==> config.mk <==
export PLATFORM = sky130hd
export DESIGN_NAME = spr_router
export DESIGN_NICKNAME = d
export VERILOG_FILES = /design/src/core/spr_pkg.sv /design/src/core/spr_pin_sync.sv /design/src/core/spr_router.sv
export SDC_FILE = /design/constraint.sdc
export NUM_CORES = 1
export LEC_CHECK = 0
export BUFFER_PORTS_ARGS = -buffer_cell sky130_fd_sc_hd__buf_4
export CAP_MARGIN = 0
export CORE_UTILIZATION = 30
export CTS_CLUSTER_DIAMETER = 150
export DETAILED_ROUTE_END_ITERATION = 16
export PLACE_DENSITY = 0.53
export SYNTH_ARGS = -nofsm -noshare
export SYNTH_HDL_FRONTEND = slang
export SYNTH_HIERARCHICAL = 1
export SYNTH_SLANG_ARGS = --single-unit
==> constraint.sdc <==
create_clock -name clk -period 4.9 [get_ports clk]
set_clock_uncertainty 0.1 [all_clocks]
set_input_delay 0.735 -clock clk [delete_from_list [all_inputs] [get_ports clk]]
set_output_delay 0.735 -clock clk [all_outputs]
set_load 0.05 [all_outputs]
==> src/core/spr_pkg.sv <==
// Constants shared by the serial pin and interrupt router.
package spr_pkg;

    // ------------------------------------------------------------------
    // Register bus
    // ------------------------------------------------------------------
    localparam int SPR_ADDR_W = 12;
    localparam int SPR_DATA_W = 8;
    localparam logic [11:0] SPR_SWAP_ADDR = 12'hf57;
    localparam logic [11:0] SPR_SEL_ADDR = 12'hfcb;
    localparam logic [11:0] SPR_OWN_LO_ADDR = 12'hf59;
    localparam logic [11:0] SPR_OWN_HI_ADDR = 12'hf5a;
    localparam logic [7:0] SPR_SWAP_RESET = 8'h00;
    localparam logic [7:0] SPR_SEL_RESET = 8'h00;
    localparam logic [7:0] SPR_SWAP_MASK = 8'h03;
    localparam logic [7:0] SPR_SEL_MASK = 8'h13;

    // ------------------------------------------------------------------
    // Field positions
    // ------------------------------------------------------------------
    localparam int SPR_U0_SWAP_BIT = 0;
    localparam int SPR_U1_SWAP_BIT = 1;
    localparam int SPR_SEL_LSB = 0;
    localparam int SPR_BANK_BIT = 4;

    // Serial-select codes.
    localparam logic [1:0] SPR_SEL_UART_I2C = 2'h0;
    localparam logic [1:0] SPR_SEL_UART_SIO = 2'h1;
    localparam logic [1:0] SPR_SEL_SIO_I2C = 2'h2;

    // ------------------------------------------------------------------
    // Pin indices of the routing set
    // ------------------------------------------------------------------
    localparam int SPR_NPINS = 11;
    localparam logic [3:0] SPR_P20 = 4'h0;
    localparam logic [3:0] SPR_P21 = 4'h1;
    localparam logic [3:0] SPR_P22 = 4'h2;
    localparam logic [3:0] SPR_P23 = 4'h3;
    localparam logic [3:0] SPR_P24 = 4'h4;
    localparam logic [3:0] SPR_P25 = 4'h5;
    localparam logic [3:0] SPR_PB4 = 4'h6;
    localparam logic [3:0] SPR_PB5 = 4'h7;
    localparam logic [3:0] SPR_PB6 = 4'h8;
    localparam logic [3:0] SPR_P90 = 4'h9;
    localparam logic [3:0] SPR_P91 = 4'ha;
    localparam int SPR_LO_PINS = 8;

endpackage : spr_pkg

==> src/core/spr_pin_sync.sv <==
// Three-stage input synchroniser with agreement filter.
`timescale 1ns/10ps
module spr_pin_sync #(
    parameter logic RESET_VAL = 1'b1
) (
    input wire logic clk,
    input wire logic rst,
    input wire logic async_in,
    output logic sync_out
);
    // ------------------------------------------------------------------
    // Stages
    // ------------------------------------------------------------------
    logic s1_reg; // First stage, read only by the second.
    logic s2_reg; // Second stage.
    logic s3_reg; // Third stage.
    logic out_reg; // Filtered level.

    // The level is taken once the second and third stages agree.
    always_ff @(posedge clk) begin
        if (rst) begin
            s1_reg <= RESET_VAL;
            s2_reg <= RESET_VAL;
            s3_reg <= RESET_VAL;
            out_reg <= RESET_VAL;
        end else begin
            s1_reg <= async_in;
            s2_reg <= s1_reg;
            s3_reg <= s2_reg;
            if (s2_reg == s3_reg) begin
                out_reg <= s3_reg;
            end
        end
    end

    assign sync_out = out_reg;

endmodule : spr_pin_sync

==> src/core/spr_router.sv <==
// Serial pin and interrupt router: pin routing, slot routing and registers.
//
// Summary of operation
// - UART1 swap bit exchanges P91/P90 receive and transmit.
// - UART0 on P20/P21 or PB4/PB5, swappable.
// - Unassigned pins serve as general port pins.
// - Select code picks two controllers; 11 reserved.
// - Interrupt sources map onto slots 7, 6, 15.
//
// Chosen here: strobed register access.
`timescale 1ns/10ps
module spr_router
    import spr_pkg::*;
(
    input wire logic clk,
    input wire logic rst,
    input wire logic [SPR_ADDR_W-1:0] reg_addr,
    input wire logic [SPR_DATA_W-1:0] reg_wdata,
    input wire logic reg_wr,
    input wire logic reg_rd,
    output logic [SPR_DATA_W-1:0] reg_rdata,
    input wire logic [SPR_NPINS-1:0] pin_in,
    output logic [SPR_NPINS-1:0] pin_out,
    output logic [SPR_NPINS-1:0] pin_oe,
    input wire logic [SPR_NPINS-1:0] gpio_out,
    input wire logic [SPR_NPINS-1:0] gpio_oe,
    input wire logic [SPR_NPINS-1:0] pin_function_control,
    output logic [SPR_NPINS-1:0] gpio_in,
    output logic [SPR_NPINS-1:0] pin_owned,
    input wire logic uart0_transmit,
    output logic uart0_receive,
    input wire logic uart1_transmit,
    output logic uart1_receive,
    input wire logic sync_serial_out,
    output logic sync_serial_in,
    input wire logic sync_serial_clock,
    input wire logic i2c_sda_pull_low,
    input wire logic i2c_scl_pull_low,
    output logic i2c_data_line,
    output logic i2c_clock_line,
    input wire logic uart0_tx_interrupt,
    input wire logic uart0_rx_interrupt,
    input wire logic sync_serial_interrupt,
    input wire logic i2c_interrupt,
    output logic irq_slot7,
    output logic irq_slot6,
    output logic irq_slot15
);
    // ------------------------------------------------------------------
    // Control registers
    // ------------------------------------------------------------------
    logic [7:0] swap_reg; // Pin-swap control.
    logic [7:0] sel_reg; // Serial-select control.
    logic [7:0] rdata_reg; // Read data for the cycle after a read.
    logic [7:0] rdata_next; // Read data selected by address.
    logic swap_hit; // Address names the swap register.
    logic sel_hit; // Address names the select register.
    logic own_lo_hit; // Address names the low ownership status.
    logic own_hi_hit; // Address names the high ownership status.
    logic [SPR_NPINS-1:0] own_next; // Pins claimed by a serial function.

    assign swap_hit = (reg_addr == SPR_SWAP_ADDR);
    assign sel_hit = (reg_addr == SPR_SEL_ADDR);
    assign own_lo_hit = (reg_addr == SPR_OWN_LO_ADDR);
    assign own_hi_hit = (reg_addr == SPR_OWN_HI_ADDR);

    // Writes keep only the defined bits; software is expected to hold the
    // affected controllers idle while it changes them.
    always_ff @(posedge clk) begin
        if (rst) begin
            swap_reg <= SPR_SWAP_RESET;
            sel_reg <= SPR_SEL_RESET;
        end else if (reg_wr) begin
            if (swap_hit) begin
                swap_reg <= reg_wdata & SPR_SWAP_MASK;
            end
            if (sel_hit) begin
                sel_reg <= reg_wdata & SPR_SEL_MASK;
            end
        end
    end

    // Read mux; unmapped addresses read as zero.
    assign rdata_next = swap_hit ? swap_reg :
                        sel_hit ? sel_reg :
                        own_lo_hit ? own_next[SPR_LO_PINS-1:0] :
                        own_hi_hit ? {5'h00, own_next[SPR_NPINS-1:SPR_LO_PINS]} :
                        8'h00;

    // Read data stand for exactly one cycle after the strobe.
    always_ff @(posedge clk) begin
        if (rst) begin
            rdata_reg <= 8'h00;
        end else if (reg_rd) begin
            rdata_reg <= rdata_next;
        end else begin
            rdata_reg <= 8'h00;
        end
    end

    assign reg_rdata = rdata_reg;

    // ------------------------------------------------------------------
    // Decoded selection
    // ------------------------------------------------------------------
    logic [1:0] sel_code; // Serial-select field.
    logic bank; // Port-bank select bit.
    logic u0_swap; // UART0 swap bit.
    logic u1_swap; // UART1 swap bit.
    logic uart0_on; // UART0 is active.
    logic sio_hi; // SIO0 sits on P23-P25.
    logic sio_lo; // SIO0 sits on the selected bank.
    logic i2c_on; // I2C0 is active.
    logic [3:0] u0_tx_idx; // Pin carrying UART0 transmit.
    logic [3:0] u0_rx_idx; // Pin carrying UART0 receive.
    logic [3:0] u1_tx_idx; // Pin carrying UART1 transmit.
    logic [3:0] u1_rx_idx; // Pin carrying UART1 receive.
    logic [3:0] bank_base; // First pin of the selected bank.

    assign sel_code = sel_reg[SPR_SEL_LSB+1:SPR_SEL_LSB];
    assign bank = sel_reg[SPR_BANK_BIT];
    assign u0_swap = swap_reg[SPR_U0_SWAP_BIT];
    assign u1_swap = swap_reg[SPR_U1_SWAP_BIT];
    assign uart0_on = (sel_code == SPR_SEL_UART_I2C) || (sel_code == SPR_SEL_UART_SIO);
    assign sio_hi = (sel_code == SPR_SEL_UART_SIO);
    assign sio_lo = (sel_code == SPR_SEL_SIO_I2C);
    assign i2c_on = (sel_code == SPR_SEL_UART_I2C) || (sel_code == SPR_SEL_SIO_I2C);
    assign bank_base = bank ? SPR_PB4 : SPR_P20;
    assign u0_tx_idx = u0_swap ? bank_base + 4'h1 : bank_base;
    assign u0_rx_idx = u0_swap ? bank_base : bank_base + 4'h1;
    assign u1_tx_idx = u1_swap ? SPR_P91 : SPR_P90;
    assign u1_rx_idx = u1_swap ? SPR_P90 : SPR_P91;

    // ------------------------------------------------------------------
    // Pin input synchronisers
    // ------------------------------------------------------------------
    logic [SPR_NPINS-1:0] pin_sync; // Filtered pin levels.

    for (genvar g = 0; g < SPR_NPINS; g++) begin : g_sync
        spr_pin_sync #(
            .RESET_VAL(1'b1)
        ) u_sync (
            .clk(clk),
            .rst(rst),
            .async_in(pin_in[g]),
            .sync_out(pin_sync[g])
        );
    end

    // ------------------------------------------------------------------
    // Pin routing matrix
    // ------------------------------------------------------------------
    logic [SPR_NPINS-1:0] out_next; // Next pin output levels.
    logic [SPR_NPINS-1:0] oe_next; // Next pin output enables.

    // Every pin starts as a port pin; serial functions then claim theirs.
    always_comb begin
        out_next = gpio_out;
        oe_next = gpio_oe;
        own_next = '0;
        // UART1 is always routed.
        out_next[u1_tx_idx] = uart1_transmit;
        oe_next[u1_tx_idx] = 1'b1;
        oe_next[u1_rx_idx] = 1'b0;
        own_next[SPR_P90] = 1'b1;
        own_next[SPR_P91] = 1'b1;
        if (uart0_on) begin
            out_next[u0_tx_idx] = uart0_transmit;
            oe_next[u0_tx_idx] = 1'b1;
            oe_next[u0_rx_idx] = 1'b0;
            own_next[u0_tx_idx] = 1'b1;
            own_next[u0_rx_idx] = 1'b1;
        end
        if (sio_lo) begin
            out_next[bank_base] = sync_serial_out;
            oe_next[bank_base] = 1'b1;
            oe_next[bank_base + 4'h1] = 1'b0;
            out_next[bank_base + 4'h2] = sync_serial_clock;
            oe_next[bank_base + 4'h2] = 1'b1;
            own_next[bank_base] = 1'b1;
            own_next[bank_base + 4'h1] = 1'b1;
            own_next[bank_base + 4'h2] = 1'b1;
        end
        if (sio_hi) begin
            out_next[SPR_P23] = sync_serial_out;
            oe_next[SPR_P23] = 1'b1;
            oe_next[SPR_P24] = 1'b0;
            out_next[SPR_P25] = sync_serial_clock;
            oe_next[SPR_P25] = 1'b1;
            own_next[SPR_P23] = 1'b1;
            own_next[SPR_P24] = 1'b1;
            own_next[SPR_P25] = 1'b1;
        end
        if (i2c_on) begin
            // Open-drain lines only ever pull low.
            out_next[SPR_P23] = 1'b0;
            oe_next[SPR_P23] = i2c_sda_pull_low;
            out_next[SPR_P24] = 1'b0;
            oe_next[SPR_P24] = i2c_scl_pull_low;
            own_next[SPR_P23] = 1'b1;
            own_next[SPR_P24] = 1'b1;
        end
    end

    // ------------------------------------------------------------------
    // Controller-side inputs
    // ------------------------------------------------------------------
    logic u0_rx_next; // UART0 receive, idle high when unrouted.
    logic si_next; // SIO0 input, low when unrouted.
    logic [3:0] si_idx; // Pin carrying SIO0 input.

    assign si_idx = sio_hi ? SPR_P24 : bank_base + 4'h1;
    assign u0_rx_next = uart0_on ? pin_sync[u0_rx_idx] : 1'b1;
    assign si_next = (sio_hi || sio_lo) ? pin_sync[si_idx] : 1'b0;

    // ------------------------------------------------------------------
    // Interrupt slot routing
    // ------------------------------------------------------------------
    logic slot7_next; // Slot 7 source.
    logic slot6_next; // Slot 6 source.
    logic slot15_next; // Slot 15 source.

    assign slot7_next = uart0_on & uart0_tx_interrupt;
    assign slot6_next = uart0_on ? uart0_rx_interrupt : (sio_lo & sync_serial_interrupt);
    assign slot15_next = sio_hi ? sync_serial_interrupt : (i2c_on & i2c_interrupt);

    // ------------------------------------------------------------------
    // Output registers
    // ------------------------------------------------------------------
    // All outputs leave through flip-flops, one cycle after their sources.
    always_ff @(posedge clk) begin
        if (rst) begin
            pin_out <= '0;
            pin_oe <= '0;
            pin_owned <= '0;
            gpio_in <= '0;
            uart0_receive <= 1'b1;
            uart1_receive <= 1'b1;
            sync_serial_in <= 1'b0;
            i2c_data_line <= 1'b1;
            i2c_clock_line <= 1'b1;
            irq_slot7 <= 1'b0;
            irq_slot6 <= 1'b0;
            irq_slot15 <= 1'b0;
        end else begin
            pin_out <= out_next;
            pin_oe <= oe_next;
            pin_owned <= own_next;
            gpio_in <= pin_sync & ~own_next;
            uart0_receive <= u0_rx_next;
            uart1_receive <= pin_sync[u1_rx_idx];
            sync_serial_in <= si_next;
            i2c_data_line <= i2c_on ? pin_sync[SPR_P23] : 1'b1;
            i2c_clock_line <= i2c_on ? pin_sync[SPR_P24] : 1'b1;
            irq_slot7 <= slot7_next;
            irq_slot6 <= slot6_next;
            irq_slot15 <= slot15_next;
        end
    end

    // ------------------------------------------------------------------
    // Checks
    // ------------------------------------------------------------------
    chk_uart1_normal_pins: assert property (@(posedge clk) disable iff (rst)
        !$past(rst) && !$past(swap_reg[SPR_U1_SWAP_BIT])
        |-> pin_oe[SPR_P90] && !pin_oe[SPR_P91] && pin_out[SPR_P90] == $past(uart1_transmit))
        else $error("UART1 transmit not on P90 with swap clear");

    chk_uart1_swapped_pins: assert property (@(posedge clk) disable iff (rst)
        !$past(rst) && $past(swap_reg[SPR_U1_SWAP_BIT])
        |-> pin_oe[SPR_P91] && !pin_oe[SPR_P90] && pin_out[SPR_P91] == $past(uart1_transmit))
        else $error("UART1 transmit not on P91 with swap set");

    chk_uart0_bank_pins: assert property (@(posedge clk) disable iff (rst)
        !$past(rst) && $past(sel_reg) == {3'h0, 1'b1, 4'h0} && !$past(u0_swap)
        |-> pin_oe[SPR_PB4] && !pin_oe[SPR_PB5] && pin_out[SPR_PB4] == $past(uart0_transmit)
            && pin_owned[SPR_PB5] && !pin_owned[SPR_P20])
        else $error("UART0 not on PB4/PB5 for bank one");

    chk_unowned_gpio: assert property (@(posedge clk) disable iff (rst)
        !$past(rst) |-> ((pin_oe ^ $past(gpio_oe)) & ~pin_owned) == '0
            && ((pin_out ^ $past(gpio_out)) & ~pin_owned) == '0)
        else $error("Unassigned pin does not follow port logic");

    chk_reserved_code: assert property (@(posedge clk) disable iff (rst)
        !$past(rst) && $past(sel_code) == 2'h3
        |-> pin_owned[SPR_P25:SPR_P20] == '0 && pin_owned[SPR_PB6:SPR_PB4] == '0
            && !irq_slot7 && !irq_slot6 && !irq_slot15)
        else $error("Reserved select code routes a function");

    chk_sio_slot_map: assert property (@(posedge clk) disable iff (rst)
        !$past(rst) && $past(sel_code) == SPR_SEL_SIO_I2C
        |-> !irq_slot7 && irq_slot6 == $past(sync_serial_interrupt) && irq_slot15 == $past(i2c_interrupt))
        else $error("Slot map wrong for SIO0 with I2C0");

    chk_uart_slot_map: assert property (@(posedge clk) disable iff (rst)
        !$past(rst) && $past(sel_code) == SPR_SEL_UART_SIO
        |-> irq_slot7 == $past(uart0_tx_interrupt) && irq_slot6 == $past(uart0_rx_interrupt)
            && irq_slot15 == $past(sync_serial_interrupt))
        else $error("Slot map wrong for UART0 with SIO0");

    chk_swap_readback: assert property (@(posedge clk) disable iff (rst)
        reg_rd && swap_hit && !reg_wr ##1 1'b1 |-> reg_rdata == {6'h00, $past(swap_reg[1:0])})
        else $error("Swap register readback wrong");

endmodule : spr_router

Word-level counts from Yosys, hierarchy flattened:

Index checks and enable logic that the tools add are counted.

* $add $sub $neg: 2
* $lt $le $gt $ge: 15
* equal/unequal tests: 17
* muxes and demuxes: 48
* bitwise gates (word level): 23
* reduce and logical (&&, ||, !) cells: 20

Operator list (number)
* 11-bit OR: 8
* 11-bit 2-to-1 mux: 6
* 12-bit equality test (second input constant): 4
* 11-bit bitwise AND: 4
* 11-bit bitwise mux: 4
* 11-bit inverter: 4
* 4-bit by 5-bit less-than comparator with 1-bit output (second input constant): 7
* 1-bit demux with 4-bit select: 7
* 4-bit by 1-bit >= comparator with 1-bit output (second input constant): 6
* 1-bit 2-to-1 mux: 14
* 1-bit binary-select mux with 4-bit select: 3
* 3-bit 2-to-1 mux: 4
* 4-bit 2-to-1 mux: 3
* 1-bit equality test: 11
* 2-bit 2-to-1 mux: 5
* 2-bit OR reduction: 5
* 8-bit 2-to-1 mux: 1
* 1-bit logical AND: 7
* 3-bit by 5-bit less-than comparator with 1-bit output (second input constant): 1
* 5-bit 2-to-1 mux: 1
* 3-bit by 1-bit adder with 4-bit output (second input constant): 1
* 3-bit by 2-bit adder with 4-bit output (second input constant): 1
* 1-bit inverter: 4
* 2-bit AND reduction: 2
* 8 further kinds: 12

* flip-flop bits (word level): 109
* input port bits: 78
* word-level logic and storage cells: 187

Depth between registers and ports, before layout:

Gate-level depths: netlist of run 1.

* word-level depth: 18
* depth in mapped cells: 7
* mapped depth without buffers: 6

By module:

The synthesis of run 1 kept the hierarchy.

Modules (own cells, without submodules)
* spr_router: times used 1, cells each 231, area each 2262.2 µm², sequential area each 1161.1 µm²
* spr_pin_sync: times used 11, cells each 10, area each 115.1 µm², sequential area each 80.1 µm²

Least setup slack after synthesis of run 1:

Ideal clock, no wire load.

* kind: input to register
* start: in reg_addr[2]
* end: reg sel_reg[4]
* data arrival time: 1561 ps
* path slack: 3112 ps
* stages on the path: 4
* buffers on the path: 0
* path through: nand4bb_4 nor4_4 mux2i_1 nor2_1

* word-level cells in the longest chain between the ends: 2

RTL lines
* start: declaration: RTL line spr_router.sv:17 `input wire logic [SPR_ADDR_W-1:0] reg_addr,`
* 12-bit equality test: RTL line spr_router.sv:63 `assign sel_hit = (reg_addr == SPR_SEL_ADDR);`
* 2-bit AND reduction (no line)
* end signal: assignment: RTL line spr_router.sv:78 `sel_reg <= reg_wdata & SPR_SEL_MASK;`
* end: declaration: RTL line spr_router.sv:53 `logic [7:0] sel_reg;`

Every way passes these cells.
A chain may end at the register's enable or synchronous reset.

Final worst setup path of run 1:

* start: reg sel_reg[1]
* end: reg gpio_in[6]

* word-level cells in the longest chain between the ends: 9
* elaborated cells between the ends (all ways): 11

RTL lines
* 2-bit by 1-bit equality test with 1-bit output / 2-bit logical NOT (equally long branches): RTL line spr_router.sv:124 `assign uart0_on = (sel_code == SPR_SEL_UART_I2C) || (sel_code == SPR_SEL_UART_SIO);`
* 1-bit logical OR: RTL line spr_router.sv:124
* 11-bit 2-to-1 mux: RTL line spr_router.sv:167 `if (uart0_on) begin`
* 11-bit OR (no line) (3 in a row)
* 11-bit 2-to-1 mux *: RTL line spr_router.sv:174 `if (sio_lo) begin`
* 11-bit inverter *: RTL line spr_router.sv:249 `gpio_in <= pin_sync & ~own_next;`
* 11-bit bitwise AND *: RTL line spr_router.sv:249
* end signal: assignment: RTL line spr_router.sv:249
* end: declaration: RTL line spr_router.sv:28 `output logic [SPR_NPINS-1:0] gpio_in,`

Mark *: on every way between the ends. The rest lies on a longest branch, timed or not.

==> metrics.cfg, run 1 <==
[floorplanning]
initial_core_util=0.3090
die_y_um=110.5
die_area_um2=12200
num_io_pins=138
design.core.area_um2=11420
die_x_um=110.5
num_rows=39

[yosys]
synth_edf_count=0
ys_ff_latch=102
yosysWarningCount=6
ys_types=44
postSynthCellCount=341
synth_seq_area_share=0.5787
ys_async_sr_fraction=0
ys.flop_type=dfxtp_1
syn_avg_cell_area_um2=10.35
syn_area_um2=3528

[placement]
dp.cells=582
hpwl_um=5502
gp_congestion=0.7570
port_buffers=117

[cts]
cts_setup_buffers=0
cts_buffer_depth=2
cts_buffers=9
clk_pin_slew_ns=0.07
cts_tree=done
worstSkewPairLatency_ns=0.33
htree_levels=3
ctsRootBufferMaster=clkbuf_16
postCtsHoldBufs=0
clkSinkCount=102
post_cts_resized=0

[status]
status=completed

[sta]
hold_viol_final=0
tightest_slew_ns=0.8993
final.min_clock_period_ns=2.210
max-slew-margin-rel=0.3997
maxSlewViolCount=0
fin_crit_sh=0.4510
rsz0062_at_grt=false
finalSetupTns_ns=0
finalSetupViolCount=0
fmax_mhz=452.5

[final_layout]
fillerInstances=1140
insertedDiodeCount=0
final_nets=532
instances_no_fill=598
drive_gt1_frac=0.3121
syn_to_final_growth_pct=35.25

[critical_path]
start_kind=register
worstPathArrival_ns=2.34
cp_max_fo=12
worstSetupEndpointType=register
crit_type=reg2reg
required_ns=5.03

[routing]
wl_met1_um=3611
highest_layer=met4
wire_per_inst_um=13.11
wl_met3_um=385
routed_wl_um=7840
first_pass_iters=4
postRouteAntennaNets=0
vias_per_cell=4.405
vias=2634
drt-initial-drc-count=94
drc=0
route.met2.wl_um=3704

[hold_path]
min_path_type=reg2reg

[power]
power.total_mw=1.699
ir_worst_vdd_mv=0.1499
power.leakage_nw=2.040
power.density_nw_per_um2=356.0

[grt]
antenna_found_initial=0
grtUsageTotal=0.1332
grt_pass1_wl_um=12880
overflow=0
grt_max_degree=88
grt_pass1_vias=2490

[run]
maxCapViolCount=0

[critical path, stage by stage, from the launching register on]
cell and delay (ns):
dfxtp_1 0.37, inv_1 0.09, ha_1 0.51, or2_0 0.49, o21ai_1 0.26, and3_1 0.29
[synth_stat cells (2+ instances only)]
cell / number / area [µm²]
nand3_1: 4 / 20.02
mux2i_1: 17 / 170.2
dfxtp_1: 102 / 2042
inv_1: 7 / 26.28
buf_4: 7 / 52.55
nor3b_1: 5 / 37.54
nand2b_1: 5 / 31.28
a21o_1: 2 / 15.01
nand2_1: 11 / 41.29
or3_1: 3 / 18.77
ha_1: 4 / 50.05
nor4_4: 2 / 42.54
or2_1: 33 / 206.5
clkbuf_1: 7 / 26.28
and3_1: 9 / 56.30
nor3_1: 3 / 15.01
o21bai_1: 11 / 82.58
nor4_1: 2 / 12.51
a211oi_1: 3 / 22.52
buf_2: 5 / 25.02
nor2b_1: 2 / 12.51
o21ai_0: 8 / 40.04
nor2_1: 47 / 176.4
a21oi_1: 21 / 105.1
a222oi_1: 2 / 20.02
[cells in the final DEF (no fill, tap or decap), drive strengths merged, types with 3 or more instances in the layout]
cell and n:
and3 9, inv 11, buf 117, nor3b 5
nor4 4, nor2 47, o21bai 11, or2 34
a21oi 21, dfxtp 102, o21ai 9, nand3 5
ha 4, nand2b 6, a211oi 3, or3 3
nand2 11, clkbuf 10, mux2i 17, nor3 4
[cell families after synthesis]
group / after synthesis / synth area share
AND/OR/NAND/NOR: 137 / 0.2259
flip-flops: 102 / 0.5787
AO/OA/AOI/OAI: 53 / 0.09397
buffers and inverters: 27 / 0.03794
multiplexers: 17 / 0.04823
adder cells (fa/ha/maj): 4 / 0.01418
other: 1 / 0.001063
[layer usage]
layer / GRT usage / up-vias
li1: - / 1367
met4: 0.05600 / 0
met2: 0.2120 / 76
met5: 0 / -
met3: 0.03293 / 8
met1: 0.1714 / 1183
[layout make-up]
cell class / instances / area, µm² / share of cell area
Sequential cell: 102 / 2042 / 0.4279
Clock buffer: 10 / 239.0 / 0.05008
Tap cell: 143 / 178.9 / 0.03749
Timing Repair Buffer: 117 / 878.3 / 0.1841
Inverter: 7 / 26.28 / 0.005506
Clock inverter: 6 / 51.30 / 0.01075
Multi-Input combinational cell: 213 / 1356 / 0.2842
[final timing paths]
kind | startpoint | end | slack, ns | depth (start not counted)
setup / recovery | sel_reg[1] | gpio_in[6] | 2.69 | 5
hold / removal | g_sync[6].u_sync/s1_reg | g_sync[6].u_sync/s2_reg | 0.31 | 1
setup reg to reg | sel_reg[1] | gpio_in[6] | 2.69 | 5
hold reg to reg | g_sync[6].u_sync/s1_reg | g_sync[6].u_sync/s2_reg | 0.31 | 1
[metrics by stage]
stage | hold WS, ns | utilization | setup WS [ns] | area (µm²)
3_5_place_dp | 0.2916 | 0.3925 | 2.579 | 4482
3_3_place_gp | 0.2878 | 0.3925 | 2.574 | 4482
2_1_floorplan | 0.2854 | - | 3.112 | 3532
5_1_grt | 0.3205 | 0.4179 | 2.518 | 4772
6_report | 0.3064 | 0.4179 | 2.690 | 4772
4_1_cts | 0.3081 | 0.4179 | 2.658 | 4772
[power breakdown]
group	leakage, nW	internal (mW)	switching, mW	total, mW
Sequential	0.838	0.853	0.00786	0.860
Combinational	1.06	0.0648	0.0913	0.156
Clock	0.146	0.368	0.315	0.682
Total	2.04	1.28	0.414	1.70
Power figures use the tool's default switching activity.
==> run 2: changes to the inputs <==
--- a/config.mk
+++ b/config.mk
@@ -10,7 +10,7 @@
 export CORE_UTILIZATION = 30
 export CTS_CLUSTER_DIAMETER = 150
 export DETAILED_ROUTE_END_ITERATION = 16
-export PLACE_DENSITY = 0.53
+export PLACE_DENSITY = 0.55
 export SYNTH_ARGS = -nofsm -noshare
 export SYNTH_HDL_FRONTEND = slang
 export SYNTH_HIERARCHICAL = 1
==> constraint.sdc (replaced) <==
create_clock -name clk -period 1.9 [get_ports clk]
set_clock_uncertainty 0.1 [all_clocks]
set_input_delay 0.285 -clock clk [delete_from_list [all_inputs] [get_ports clk]]
set_output_delay 0.285 -clock clk [all_outputs]
set_load 0.05 [all_outputs]
==> metrics.cfg, run 2 (synthesis gave the netlist of run 1 again) <==
[status]
status=completed  ; unchanged

[final_layout]
drive_gt1_frac=0.3333  ; was 0.3121
syn_to_final_growth_pct=39.11  ; was 35.25%
insertedDiodeCount=0  ; unchanged
final_common_cell=buf_4  ; unchanged
final_nets=548  ; was 532
layout_common_cells=132 x buf_4, 102 x dfxtp_1, 46 x nor2_1, 34 x or2_1, 21 x a21oi_1  ; was 117 x buf_4, 102 x dfxtp_1, 47 x nor2_1, 33 x or2_1, 21 x a21oi_1
post-route-util=0.4299  ; was 0.4179

[sta]
rsz0062_at_grt=false  ; unchanged
layout_setup_ws_ns=0.1687  ; was 2.690 ns
final.min_clock_period_ns=1.731  ; was 2.210 ns
hold_viol_final=0  ; unchanged
maxSlewViolCount=0  ; unchanged
finalSetupViolCount=0  ; unchanged
hold_ws_ns=0.01976  ; was 0.3064 ns
fin_crit_sh=0.9112  ; was 0.4510
finalSetupTns_ns=0  ; unchanged
fmax_mhz=577.6  ; was 452.5 MHz

[routing]
routed_wl_um=8133  ; was 7840 µm
drc=0  ; unchanged
drt-initial-drc-count=110  ; was 94
vias_per_cell=4.495  ; was 4.405
first_pass_iters=5  ; was 4
postRouteAntennaNets=0  ; unchanged
wire_per_inst_um=13.25  ; was 13.11 µm
vias=2760  ; was 2634

[power]
comb_power_share=0.093  ; was 0.092
clockPowerShare=0.406  ; was 0.402
power.leakage_nw=2.117  ; was 2.040 nW
switchingPower_mw=1.034  ; was 0.4140 mW
power.density_nw_per_um2=902.8  ; was 356.0 nW/µm²
p_seq_frac=0.501  ; was 0.506
p_sw_frac=0.2333  ; was 0.2437
p_int_mw=3.397  ; was 1.285 mW
ir_worst_vdd_mv=0.5319  ; was 0.1499 mV

[grt]
grtUsageMet3=0.04281  ; was 0.03293
use_met1=0.1709  ; was 0.1714
grt_pass1_vias=2656  ; was 2490
grt_pass1_wl_um=13190  ; was 12880 µm
grtUsageTotal=0.1371  ; was 0.1332
top_usage_layer=met2  ; unchanged
overflow=0  ; unchanged
antenna_found_initial=0  ; unchanged
grt_max_degree=60  ; was 88
use_met2=0.2228  ; was 0.2120

[cts]
cts_buffer_depth=2  ; unchanged
cts_buffers=9  ; unchanged
worstSkewPairLatency_ns=0.33  ; about the same
htree_levels=3  ; unchanged
ctsRootBufferMaster=clkbuf_16  ; unchanged
clk_pin_slew_ns=0.07  ; about the same
cts_tree=done  ; unchanged
postCtsHoldBufs=0  ; unchanged
clkSinkCount=102  ; unchanged

[critical_path]
ff2ff_path_depth=6  ; was 5
cp_max_fo=7  ; was 12
crit_family=simple AND/OR/NAND/NOR gates  ; unchanged
r2r_end=pin_oe[0]  ; was gpio_in[6]
start_kind=register  ; unchanged
path_buf_inv=1  ; unchanged
reg2reg_from=sel_reg[1]  ; unchanged
worstPathArrival_ns=1.87  ; was 2.34 ns
crit_type=reg2reg  ; unchanged
cp_cell_sequence=inv_1, ha_1, or2_1, nand3b_2, o21ai_0, a221oi_1  ; was inv_1, ha_1, or2_0, o21ai_1, and3_1
cpMaxStageDelayCell=or2_1  ; was ha_1
cpPeakStageDelay_ns=0.38  ; was 0.51 ns
r2r_slack_ns=0.17  ; was 2.69 ns
worstSetupEndpointType=register  ; unchanged
required_ns=2.04  ; was 5.03 ns

[placement]
port_buffers=117  ; unchanged
gp_congestion=0.7749  ; was 0.7570
hpwl_um=5954  ; was 5502 µm
dp_worst_setup_slack_ns=0.06505  ; was 2.579 ns

[floorplanning]
num_io_pins=138  ; unchanged
design.core.area_um2=11420  ; unchanged
die_x_um=110.5  ; unchanged
die_area_um2=12200  ; unchanged
die_y_um=110.5  ; unchanged
num_rows=39  ; unchanged
initial_core_util=0.3090  ; unchanged

[hold_path]
hold_start=pin_in[8]  ; was g_sync[6].u_sync/s1_reg
hold_depth=2  ; was 1
hold_end=g_sync[8].u_sync/s1_reg  ; was g_sync[6].u_sync/s2_reg
min_path_type=in2reg  ; was reg2reg

[run]
maxCapViolCount=0  ; unchanged

-- run 2: worst max-delay path by stage --
stage / end / depth (start not counted) / slack, ns / startpoint
3_3_place_gp: pin_oe[7] / 6 / 0.15 / sel_reg[1]
3_5_place_dp: pin_oe[0] / 6 / 0.07 / sel_reg[1]
4_1_cts: pin_oe[0] / 6 / 0.06 / sel_reg[1]
2_1_floorplan: reg_rdata[0] / 7 / 0.22 / sel_reg[1]
6_report: pin_oe[0] / 6 / 0.17 / sel_reg[1]
5_1_grt: pin_oe[0] / 6 / 0.04 / sel_reg[1]
-- run 2: power by group through the flow --
stage	clock network, mW	registers, mW	logic (mW)
2_1_floorplan	0	2.38	0.110
3_3_place_gp	0	2.27	0.412
3_5_place_dp	0	2.27	0.416
4_1_cts	1.86	2.22	0.417
5_1_grt	1.96	2.23	0.441
6_report	1.80	2.22	0.412
-- run 2: what timing repair did --
item | 4_1_cts | 5_1_grt
setup buffers | 0 | 0
gates resized for setup | 0 | 2
endpoints found under the setup margin | 0 | 7
endpoints found under the hold margin | 0 | 0
-- run 2: routing by layer --
layer / vias to the layer above / wire length, µm / share of wire
li1: 1392 / - / -
met1: 1268 / 3585 / 0.44
met5: - / 0 / 0
met3: 9 / 527 / 0.065
met2: 91 / 3928 / 0.48
met4: 0 / 91 / 0.011
-- run 2: final cells by class --
type,instances,area (µm²)
inverter,7,26.28
sequential,102,2042
timing repair buffer,133,1011
multi-input combinational,213,1359
clock inverter,5,58.81
tap,143,178.9
clock buffer,11,232.7
fill,1146,6510
-- run 2: per-stage QoR --
stage	power [mW]	std cells	instance area, µm²
after detailed placement	2.687	598	4614
after global routing	4.631	614	4908
after global placement	2.680	598	4614
after floorplan	2.493	342	3532
after CTS	4.503	614	4906
final	4.431	614	4908
